==> src/rlva_pkg.sv <==
`default_nettype none
package rlva_pkg;
  // ----------------------------------------------------------------------
  // timing and thresholds
  // ----------------------------------------------------------------------
  localparam int unsigned CLK_HZ         = 40000000;
  localparam int unsigned T1_ZERO_LIMIT  = 100;
  localparam int unsigned E1_ZERO_LIMIT  = 255;
  localparam int unsigned T1_WINDOW      = 100;
  localparam int unsigned E1_WINDOW      = 255;
  localparam int unsigned STRICT_RUN_MAX = 15;
  localparam int unsigned LOOSE_RUN_MAX  = 99;
  // 12.5 percent expressed as ones per eight positions
  localparam int unsigned DENSITY_DIV    = 8;
  localparam int unsigned ANALOG_SIGNAL_LOSS_FLAG_MIN_US10  = 10;   // 1.0 ms in 100 us units
  localparam int unsigned ANALOG_SIGNAL_LOSS_FLAG_MAX_US10  = 26;   // 2.6 ms in 100 us units
  localparam int unsigned ANALOG_SIGNAL_LOSS_FLAG_UI_MIN    = 10;
  localparam int unsigned ANALOG_SIGNAL_LOSS_FLAG_UI_MAX    = 255;
  // cycles for 1.0 ms, exact at 40 MHz; well inside 2.6 ms
  localparam int unsigned ANALOG_SIGNAL_LOSS_FLAG_MS_CYCLES =
    (CLK_HZ / 10000) * ANALOG_SIGNAL_LOSS_FLAG_MIN_US10;
  localparam int unsigned ANALOG_SIGNAL_LOSS_FLAG_MS_MAX_CYC =
    (CLK_HZ / 10000) * ANALOG_SIGNAL_LOSS_FLAG_MAX_US10;
  // unit-interval count chosen inside the 10..255 band
  localparam logic [7:0]  ANALOG_SIGNAL_LOSS_FLAG_UI_COUNT  = 8'h20;
  localparam logic [7:0]  CNT_W          = 8'h09;
endpackage : rlva_pkg
`default_nettype wire

==> src/rlva_viol_if.sv <==
`default_nettype none
interface rlva_viol_if;
  logic pos;
  logic neg;
  logic strobe;
  logic code_en;
  logic viol;
  modport src (output pos, output neg, output strobe, output code_en,
               input viol);
  modport det (input pos, input neg, input strobe, input code_en,
               output viol);
endinterface : rlva_viol_if
`default_nettype wire

==> src/rlva_viol_det.sv <==
`default_nettype none
module rlva_viol_det
(
  input  wire logic  mclk_i,
  input  wire logic  resetn_i,
  rlva_viol_if.det   vif
);
  import rlva_pkg::*;
  // ----------------------------------------------------------------------
  // polarity and zero-run tracking
  // ----------------------------------------------------------------------
  logic       last_pol_reg;
  logic       last_pol_next;
  logic       seen_reg;
  logic       seen_next;
  logic [2:0] zrun_reg;
  logic [2:0] zrun_next;
  logic       bipolar_violation_flag;
  logic       subst_ok;

  always_comb
  begin
    last_pol_next = last_pol_reg;
    seen_next     = seen_reg;
    zrun_next     = zrun_reg;
    bipolar_violation_flag           = 1'b0;
    subst_ok      = 1'b0;
    if (vif.strobe)
    begin
      if (vif.pos || vif.neg)
      begin
        bipolar_violation_flag = (vif.pos && vif.neg) ||
              (seen_reg && (vif.pos == last_pol_reg));
        // substitution patterns violate after three zeros or more
        subst_ok = (zrun_reg >= 3'h3);
        last_pol_next = vif.pos;
        seen_next     = 1'b1;
        zrun_next     = 3'h0;
      end
      else if (zrun_reg != 3'h7)
      begin
        zrun_next = zrun_reg + 3'h1;
      end
    end
  end

  always_ff @(posedge mclk_i)
  begin
    if (!resetn_i)
    begin
      last_pol_reg <= 1'b0;
      seen_reg     <= 1'b0;
      zrun_reg     <= 3'h0;
    end
    else
    begin
      last_pol_reg <= last_pol_next;
      seen_reg     <= seen_next;
      zrun_reg     <= zrun_next;
    end
  end

  // all violations, or only those not forming substitution codes
  assign vif.viol = vif.code_en ? (bipolar_violation_flag && !subst_ok) : bipolar_violation_flag;
endmodule : rlva_viol_det
`default_nettype wire

==> src/rlva_alarms.sv <==
// Summary of operation
// - violation output only in single-rail; dual-rail carries negative data.
// - coding off: flag every bipolar violation on shared output.
// - coding on: flag plain violations, not substitution code violations.
// - T1: digital loss set after 100 consecutive zeros.
// - T1: clear needs 12.5% ones, zero run of at most 15 or 99.
// - E1: set after 255 zeros, clear at 12.5% ones density.
// - timer select 0: analog loss declared between 1.0 and 2.6 ms.
// - timer select 1: analog loss declared between 10 and 255 UI.
// - density window is 100 positions T1, 255 positions E1.
// - status latched until read; interrupt on rise unless masked.
// - strict select adds 15-zero limit in T1; no effect in E1.
`default_nettype none
module rlva_alarms
(
  input  wire logic mclk_i,
  input  wire logic resetn_i,
  input  wire logic rx_pos_i,
  input  wire logic rx_neg_i,
  input  wire logic rx_strobe_i,
  input  wire logic analog_low_i,
  input  wire logic e1_mode_i,
  input  wire logic dual_rail_i,
  input  wire logic code_en_i,
  input  wire logic analog_loss_timer_select_i,
  input  wire logic digital_loss_standard_select_i,
  input  wire logic status_read_i,
  input  wire logic mask_analog_i,
  input  wire logic mask_digital_i,
  input  wire logic mask_channel_i,
  input  wire logic mask_global_i,
  output logic      rx_neg_or_violation_out_o,
  output logic      digital_signal_loss_flag_o,
  output logic      analog_signal_loss_flag_o,
  output logic      digital_loss_status_o,
  output logic      analog_loss_status_o,
  output logic      irq_o
);
  import rlva_pkg::*;

  // ----------------------------------------------------------------------
  // input synchronisers
  // ----------------------------------------------------------------------
  logic [3:0] sy1_reg;
  logic [3:0] sy2_reg;
  logic       stb_d_reg;
  always_ff @(posedge mclk_i)
  begin
    if (!resetn_i)
    begin
      sy1_reg   <= 4'h0;
      sy2_reg   <= 4'h0;
      stb_d_reg <= 1'b0;
    end
    else
    begin
      sy1_reg   <= {analog_low_i, rx_strobe_i, rx_neg_i, rx_pos_i};
      sy2_reg   <= sy1_reg;
      stb_d_reg <= sy2_reg[2];
    end
  end
  logic pos_s;
  logic neg_s;
  logic bit_tick;
  logic alow_s;
  assign pos_s    = sy2_reg[0];
  assign neg_s    = sy2_reg[1];
  assign bit_tick = sy2_reg[2] && !stb_d_reg;
  assign alow_s   = sy2_reg[3];
  logic one_s;
  assign one_s = pos_s || neg_s;

  // ----------------------------------------------------------------------
  // violation detector
  // ----------------------------------------------------------------------
  rlva_viol_if vif ();
  assign vif.pos     = pos_s;
  assign vif.neg     = neg_s;
  assign vif.strobe  = bit_tick;
  assign vif.code_en = code_en_i;
  rlva_viol_det u_det (
    .mclk_i   (mclk_i),
    .resetn_i (resetn_i),
    .vif      (vif)
  );

  logic rnv_reg;
  logic rnv_next;
  always_comb
  begin
    rnv_next = rnv_reg;
    if (bit_tick)
      rnv_next = dual_rail_i ? neg_s : vif.viol;
  end

  // ----------------------------------------------------------------------
  // digital loss detector
  // ----------------------------------------------------------------------
  logic [8:0] zcnt_reg;
  logic [8:0] zcnt_next;
  logic [8:0] wpos_reg;
  logic [8:0] wpos_next;
  logic [8:0] wones_reg;
  logic [8:0] wones_next;
  logic       wmaxz_ok_reg;
  logic       wmaxz_ok_next;
  logic       digital_signal_loss_flag_reg;
  logic       digital_signal_loss_flag_next;
  logic [8:0] zlim;
  logic [8:0] wlen;
  logic [8:0] runmax;
  logic [8:0] wones_now;
  logic       run_ok;
  logic       dens_ok;

  always_comb
  begin
    zlim   = e1_mode_i ? 9'(E1_ZERO_LIMIT) : 9'(T1_ZERO_LIMIT);
    wlen   = e1_mode_i ? 9'(E1_WINDOW) : 9'(T1_WINDOW);
    runmax = (!e1_mode_i && digital_loss_standard_select_i) ?
             9'(STRICT_RUN_MAX) : 9'(LOOSE_RUN_MAX);
    zcnt_next     = zcnt_reg;
    wpos_next     = wpos_reg;
    wones_next    = wones_reg;
    wmaxz_ok_next = wmaxz_ok_reg;
    digital_signal_loss_flag_next     = digital_signal_loss_flag_reg;
    wones_now     = wones_reg + {8'h00, one_s};
    dens_ok       = (12'(DENSITY_DIV) * {3'h0, wones_now}) >=
                    {3'h0, wlen};
    run_ok        = wmaxz_ok_reg && (zcnt_reg < runmax);
    if (bit_tick)
    begin
      zcnt_next = one_s ? 9'h000 :
                  (zcnt_reg == 9'h1ff ? zcnt_reg : zcnt_reg + 9'h001);
      if (!one_s && (zcnt_reg + 9'h001 >= zlim))
        digital_signal_loss_flag_next = 1'b1;
      if (!one_s && (zcnt_reg + 9'h001 > runmax))
        wmaxz_ok_next = 1'b0;
      if (wpos_reg + 9'h001 >= wlen)
      begin
        // window ends: clear on density, plus run limit in T1
        if (digital_signal_loss_flag_reg && dens_ok &&
            (e1_mode_i || (run_ok && !((!one_s) &&
             (zcnt_reg + 9'h001 > runmax)))))
          digital_signal_loss_flag_next = 1'b0;
        wpos_next     = 9'h000;
        wones_next    = 9'h000;
        wmaxz_ok_next = 1'b1;
      end
      else
      begin
        wpos_next  = wpos_reg + 9'h001;
        wones_next = wones_now;
      end
    end
  end

  // ----------------------------------------------------------------------
  // analog loss timer
  // ----------------------------------------------------------------------
  logic [16:0] atim_reg;
  logic [16:0] atim_next;
  logic        analog_signal_loss_flag_reg;
  logic        analog_signal_loss_flag_next;
  always_comb
  begin
    atim_next = atim_reg;
    analog_signal_loss_flag_next = analog_signal_loss_flag_reg;
    if (!alow_s)
    begin
      atim_next = 17'h00000;
      analog_signal_loss_flag_next = 1'b0;
    end
    else if (analog_loss_timer_select_i)
    begin
      if (bit_tick)
        atim_next = atim_reg + 17'h00001;
      if (atim_reg >= 17'(ANALOG_SIGNAL_LOSS_FLAG_UI_COUNT))
        analog_signal_loss_flag_next = 1'b1;
    end
    else
    begin
      atim_next = (atim_reg == 17'h1ffff) ? atim_reg : atim_reg + 17'h00001;
      if (atim_reg >= 17'(ANALOG_SIGNAL_LOSS_FLAG_MS_CYCLES))
        analog_signal_loss_flag_next = 1'b1;
    end
  end

  // ----------------------------------------------------------------------
  // latched status and interrupt
  // ----------------------------------------------------------------------
  logic dst_reg;
  logic dst_next;
  logic ast_reg;
  logic ast_next;
  logic irq_reg;
  logic irq_next;
  logic d_rise;
  logic a_rise;
  always_comb
  begin
    d_rise   = digital_signal_loss_flag_next && !digital_signal_loss_flag_reg;
    a_rise   = analog_signal_loss_flag_next && !analog_signal_loss_flag_reg;
    dst_next = (status_read_i ? 1'b0 : dst_reg) | d_rise;
    ast_next = (status_read_i ? 1'b0 : ast_reg) | a_rise;
    irq_next = (status_read_i ? 1'b0 : irq_reg) |
               ((!mask_global_i && !mask_channel_i) &&
                ((d_rise && !mask_digital_i) ||
                 (a_rise && !mask_analog_i)));
  end

  always_ff @(posedge mclk_i)
  begin
    if (!resetn_i)
    begin
      rnv_reg      <= 1'b0;
      zcnt_reg     <= 9'h000;
      wpos_reg     <= 9'h000;
      wones_reg    <= 9'h000;
      wmaxz_ok_reg <= 1'b1;
      digital_signal_loss_flag_reg     <= 1'b0;
      atim_reg     <= 17'h00000;
      analog_signal_loss_flag_reg     <= 1'b0;
      dst_reg      <= 1'b0;
      ast_reg      <= 1'b0;
      irq_reg      <= 1'b0;
    end
    else
    begin
      rnv_reg      <= rnv_next;
      zcnt_reg     <= zcnt_next;
      wpos_reg     <= wpos_next;
      wones_reg    <= wones_next;
      wmaxz_ok_reg <= wmaxz_ok_next;
      digital_signal_loss_flag_reg     <= digital_signal_loss_flag_next;
      atim_reg     <= atim_next;
      analog_signal_loss_flag_reg     <= analog_signal_loss_flag_next;
      dst_reg      <= dst_next;
      ast_reg      <= ast_next;
      irq_reg      <= irq_next;
    end
  end

  assign rx_neg_or_violation_out_o  = rnv_reg;
  assign digital_signal_loss_flag_o = digital_signal_loss_flag_reg;
  assign analog_signal_loss_flag_o  = analog_signal_loss_flag_reg;
  assign digital_loss_status_o      = dst_reg;
  assign analog_loss_status_o       = ast_reg;
  assign irq_o                      = irq_reg;
endmodule : rlva_alarms
`default_nettype wire

==> config.mk <==
export PLATFORM = sky130hd
export DESIGN_NAME = rlva_alarms
export DESIGN_NICKNAME = d
export VERILOG_FILES = /design/src/rlva_pkg.sv /design/src/rlva_viol_if.sv /design/src/rlva_viol_det.sv /design/src/rlva_alarms.sv
export SDC_FILE = /design/constraint.sdc
export NUM_CORES = 1
export LEC_CHECK = 0
export BUFFER_PORTS_ARGS = -buffer_cell sky130_fd_sc_hd__buf_2
export CAP_MARGIN = 20
export CORE_UTILIZATION = 45
export DETAILED_ROUTE_END_ITERATION = 8
export HOLD_SLACK_MARGIN = 0.05
export PLACE_DENSITY = 0.72
export SYNTH_ARGS = -nofsm -noshare
export SYNTH_HDL_FRONTEND = slang
export SYNTH_SLANG_ARGS = --single-unit
==> constraint.sdc <==
create_clock -name mclk_i -period 6.4 [get_ports mclk_i]
set_clock_uncertainty 0.2 [all_clocks]
set_input_delay 0.32 -clock mclk_i [delete_from_list [all_inputs] [get_ports mclk_i]]
set_output_delay 0.32 -clock mclk_i [all_outputs]
set_load 0.05 [all_outputs]
**Word level (Yosys, flattened, before mapping)**

Index checks and enable logic that the tools add are counted.

- $add $sub $neg: 5
- Equality and inequality tests: 7
- $lt $le $gt $ge: 8
- Reduce and logical (&&, ||, !) cells: 40
- Bitwise gates (word level): 3
- Multiplexer cells: 30

Operators with widths:

| kind | count |
|---|---|
| two-way mux 17 bit | 3 |
| two-way mux 9 bit | 4 |
| two-way mux 1 bit | 19 |
| adder 9 x 1 -> 9 bit, second input constant | 2 |
| >= comparator 9 x 8 -> 1 bit | 2 |
| adder 17 x 1 -> 17 bit, second input constant | 1 |
| equality test 17 bit, second input constant | 1 |
| >= comparator 17 x 16 -> 1 bit, second input constant | 1 |
| >= comparator 17 x 6 -> 1 bit, second input constant | 1 |
| logical AND 1 bit | 17 |
| >= comparator 12 x 8 -> 1 bit | 1 |
| AND reduction 2 bit | 6 |
| zero test 1 bit | 11 |
| adder 9 x 1 -> 9 bit | 1 |
| equality test 9 bit, second input constant | 1 |
| greater-than comparator 9 x 7 -> 1 bit | 1 |
| less-than comparator 9 x 7 -> 1 bit | 1 |
| two-way mux 8 bit | 1 |
| two-way mux 7 bit | 1 |
| two-way mux 3 bit | 2 |
| logical OR 1 bit | 4 |
| inequality test 2 bit, second input constant | 2 |
| nonzero test 2 bit | 2 |
| adder 3 x 1 -> 3 bit, second input constant | 1 |
| other kinds (5) | 7 |

- Output and inout bits: 6
- Bits in registers: 65
- Input port bits: 16
- Word-level logic and storage cells: 110

**Depth between registers and ports, before layout**

- Depth after elaboration: 17
- Depth in mapped cells: 11
- Gate-level depth less buffers: 11

**By module**

A second synthesis with hierarchy kept.

- Cell total of the unflattened synthesis: 425
- Area, all modules: 3733.6 µm²

By module, submodules not included:

| module | sequential area each (µm²) | times used | cells each | area an instance (µm²) |
|---|---|---|---|---|
| rlva_alarms | 1201.2 | 1 | 395 | 3443.3 |
| rlva_viol_det | 100.1 | 1 | 30 | 290.3 |

**Least setup slack after synthesis**

Ideal clock, no wire load.

- Path kind: reg2reg
- From: register wpos_reg[0]
- To: register wmaxz_ok_reg
- Stages on the path, launching flop included: 11
- Arrival: 2.381 ns
- Path slack: 3.691 ns
- Setup time: 0.128 ns
- Required time: 6.072 ns
- Path buffers: 1
- Period minus slack after synthesis: 2.709 ns
- Cells stage by stage: dfxtp_1 ha_1 nand3_1 xnor2_1 ha_1 a21oi_1 o21ai_0 a311oi_4 buf_6 nor2_1 nand3b_1

- Longest elaborated chain between the ends: 4
- Elaborated cells between the ends (all ways): 5
- Classes of those cells: add/sub: 1; order compare: 1; mux: 1; reduce/logical: 2

RTL lines:

| item | line | source |
|---|---|---|
| start: declaration | rlva_alarms.sv:101 | `logic [8:0] wpos_reg;` |
| start signal: assignment | rlva_alarms.sv:232 | `wpos_reg <= wpos_next;` |
| adder 9 x 1 -> 9 bit (*) | rlva_alarms.sv:139 | `if (wpos_reg + 9'h001 >= wlen)` |
| >= comparator 9 x 8 -> 1 bit (*) | rlva_alarms.sv:139 |  |
| nonzero test 2 bit (no line) | - |  |
| AND reduction 2 bit (no line) | - |  |
| end signal: assignment | rlva_alarms.sv:234 | `wmaxz_ok_reg <= wmaxz_ok_next;` |
| end: declaration | rlva_alarms.sv:105 | `logic wmaxz_ok_reg;` |

Mark *: on every way between the ends. The rest lies on a longest branch, timed or not.
A chain may end at the register's enable or synchronous reset.

**Final worst setup path**

- From: register wpos_reg[0]
- To: register wones_reg[5]

- Longest elaborated chain between the ends: 3

RTL lines:

| item | line | source |
|---|---|---|
| adder 9 x 1 -> 9 bit | rlva_alarms.sv:139 |  |
| >= comparator 9 x 8 -> 1 bit | rlva_alarms.sv:139 |  |
| two-way mux 9 bit | rlva_alarms.sv:139 |  |
| end signal: assignment | rlva_alarms.sv:233 | `wones_reg <= wones_next;` |
| end: declaration | rlva_alarms.sv:103 | `logic [8:0] wones_reg;` |

No other way between the ends.

==> out/metrics.cfg <==
[min_path]
hold_path_depth = 3
hp-class = in2reg
min-delay-start = mask_global_i
hold_path_end = irq_o

[clock_network]
cts-root-buf = clkbuf_8
ctsResizeCount = 0
cts_setup_buffers = 0
cts_buffers = 9
cts_hold_buffers = 5
htree_levels = 3
clk_pin_slew_worst_paths_ps = 70
cts_buffer_depth = 2
clock_latency_ps = 350
cts_tree = built
cts_num_sinks = 65

[logic_synthesis]
synth_flop_cell = dfxtp_1
netlist_area_um2 = 3660
synth_edf_count = 0
yosys-top-cells-count = 65 x dfxtp_1, 55 x nand2_1, 47 x nor2_1, 32 x ha_1, 30 x nand3_1
syn_inst = 444
yosys.area.top_type = dfxtp_1
synth_nets = 492
synthArstFlopShare_pct = 0
synthTopCellsByArea = dfxtp_1 36%, ha_1 11%, nand2_1 5.6%, nor2_1 4.8%, nand3_1 4.1%
synth_top_area_share_pct = 35.6
ys_warn_count = 0
synth.distinct_cells = 51
ys_ff_latch = 65
seq_area_frac_synth_pct = 35.6
synth_most_common_cell = dfxtp_1
post_synth.cell_area_avg_um2 = 8.24

[final_layout]
largest_reg_flops = 17
design_area_um2 = 4080
layout-drive-gt1-share_pct = 9.34
fillerInstances = 753
antenna_cells = 0
multiInputGateArea_um2 = 2220
syn2layout_area_growth_pct = 11.4
nets = 514
seq_area_um2 = 1300

[detailed_routing]
vias = 3167
first_pass_iters = 4
vias_per_cell = 5.53
wirelength_mm = 7.62
drtIter0Drc = 167
ant_nets = 0
drc_errors = 0
post_drt_wl_per_cell_um = 13.3

[worst_setup_path]
cp_slowest_cell = a311oi_4
end_kind = register
path_class = reg2reg
path_cells = ha_1 > nand3_1 > xnor2_1 > ha_1 > a21oi_1 > o21ai_0 > a311oi_4 > a21bo_2 > a21oi_1
worstRegToRegCells = 9
r2r-end = wones_reg[5]
cp_data_required_time_ps = 6450
start_kind = register
path_max_fanout = 25
reg2reg_from = wpos_reg[0]
arrival_ps = 3510
crit_family = compound AO/OA/AOI/OAI gates
cp_num_buf_inv = 0
critPathMaxStageDelay_ps = 910
r2r_setup_slack_ps = 2940

[sta]
hold_viol_final = 0
relSlewSlack_pct = 31.5
timing.final.crit_share_pct = 54.0
worst_slew_pin_slew_ps = 1030
fmax_mhz = 289
setup_viol = 0
period_minus_slack_ps = 3460
drv_slew = 0
setup-tns-final_ps = 0
rsz0062_at_grt = no

[floorplanning]
die_y_um = 92.2
die_w_um = 92.2
initial_core_util_pct = 46.9
rows = 32
coreArea_um2 = 7810
dieArea_um2 = 8500
ios = 22

[grt]
grt_start_max_net_pins = 35
antenna_found_initial = 0
grt_usage_pct = 19.7
grt_overflow = 0
met2_usage_pct = 32.2
grt_pass1_wl_mm = 13.4
grt_util_met1_pct = 25.4
grt_pass1_vias = 2940
met3_usage_pct = 3.90
top_usage_layer = met2

[power_and_ir_drop]
cellLeakagePower_uw = 0.00160
p_per_area_nw_per_um2 = 207
ir_drop_uv = 112

[run]
cap_violations = 0

[place]
portBuffers = 21
routabilityCongestion = 0.865
dp_hpwl_mm = 5.23
dpl_cell_area_um2 = 3810

[status]
status = complete, no violations

cells by family after synthesis:
group	share of synthesized area [%]
compound gates	14.9
xor+xnor	6.94
simple gates	27.9
fa+ha+maj	10.9
buf+inv	3.69
flops	35.6
report_power, final:
part,internal [uW],leakage (uW),switching [uW]
Clock,202,0.0000982,172
Sequential,410,0.000526,6.87
Combinational,20.0,0.000980,31.1
per-stage QoR:
stage          total power (uW)  setup slack (ps)  instances  utilization (%)  hold slack (ps)
6_report                    843              2940        573             52.2             59.9
5_1_grt                     875              2580        573             52.2             75.0
4_1_cts                     849              2950        573             52.2             55.4
3_5_place_dp                475              2960        552             48.8              222
3_3_place_gp                473              3090        552             48.8              216
2_1_floorplan               459              3690        444                -              212
cell usage in the layout (no fill, tap or decap), types with 2 or more instances in the layout:
cell type      netlist  final
a21oi_1             28     28
nand4_1              6      6
or4_1                2      2
nand3b_1             5      5
nand3_1             30     30
nor3_1              10     10
xnor2_1             16     16
nand4b_1             3      3
buf_4                1      2
clkinvlp_4           0      3
ha_1                32     32
o21ai_0             14     14
xor2_1              13     13
nor2_1              47     47
clkbuf_8             0     11
nor4b_1              2      2
dfxtp_1             65     65
dlygate4sd3_1        0      5
and4_1               3      3
a22oi_1             10     10
and3_1               7      7
or3_1                6      6
a31oi_1             11     11
buf_2                3     21
nand2b_1             8      8
nand2_1             55     55
o21ai_1              2      2
and2_1              11     11
a211oi_1             3      3
nor2b_1              3      3
a41oi_1              2      2
inv_1               10     10
nor4_1               4      4
layout make-up:
cell class | count | share of cell area, %
Clock buffer | 11 | 3.71
Inverter | 11 | 1.01
Timing Repair Buffer | 28 | 4.17
Clock inverter | 5 | 1.50
Sequential cell | 65 | 31.9
Tap cell | 102 | 3.13
Multi-Input combinational cell | 351 | 54.5
how the worst max path moves through the flow:
stage,slack (ps),startpoint,depth (start not counted),end
floorplan,3690,wpos_reg[0],10,wmaxz_ok_reg
global placement,3090,wpos_reg[0],9,wones_reg[5]
detailed placement,2960,wpos_reg[0],9,wones_reg[5]
CTS,2950,wpos_reg[0],9,wones_reg[5]
global route,2580,wpos_reg[0],9,wones_reg[8]
finish,2940,wpos_reg[0],9,wones_reg[5]
worst min-delay path: stages:
cell	delay (ps)
buf_2	80
o21ai_0	60
o211a_1	100
layer usage:
| layer | routed length (um) | vias to the layer above | part of all wire (%) |
|---|---|---|---|
| met3 | 227 | 9 | 3.0 |
| li1 | - | 1622 | - |
| met1 | 3730 | 1482 | 49 |
| met5 | 0 | - | 0 |
| met2 | 3550 | 54 | 47 |
| met4 | 116 | 0 | 1.5 |
Power figures use the tool's default switching activity.
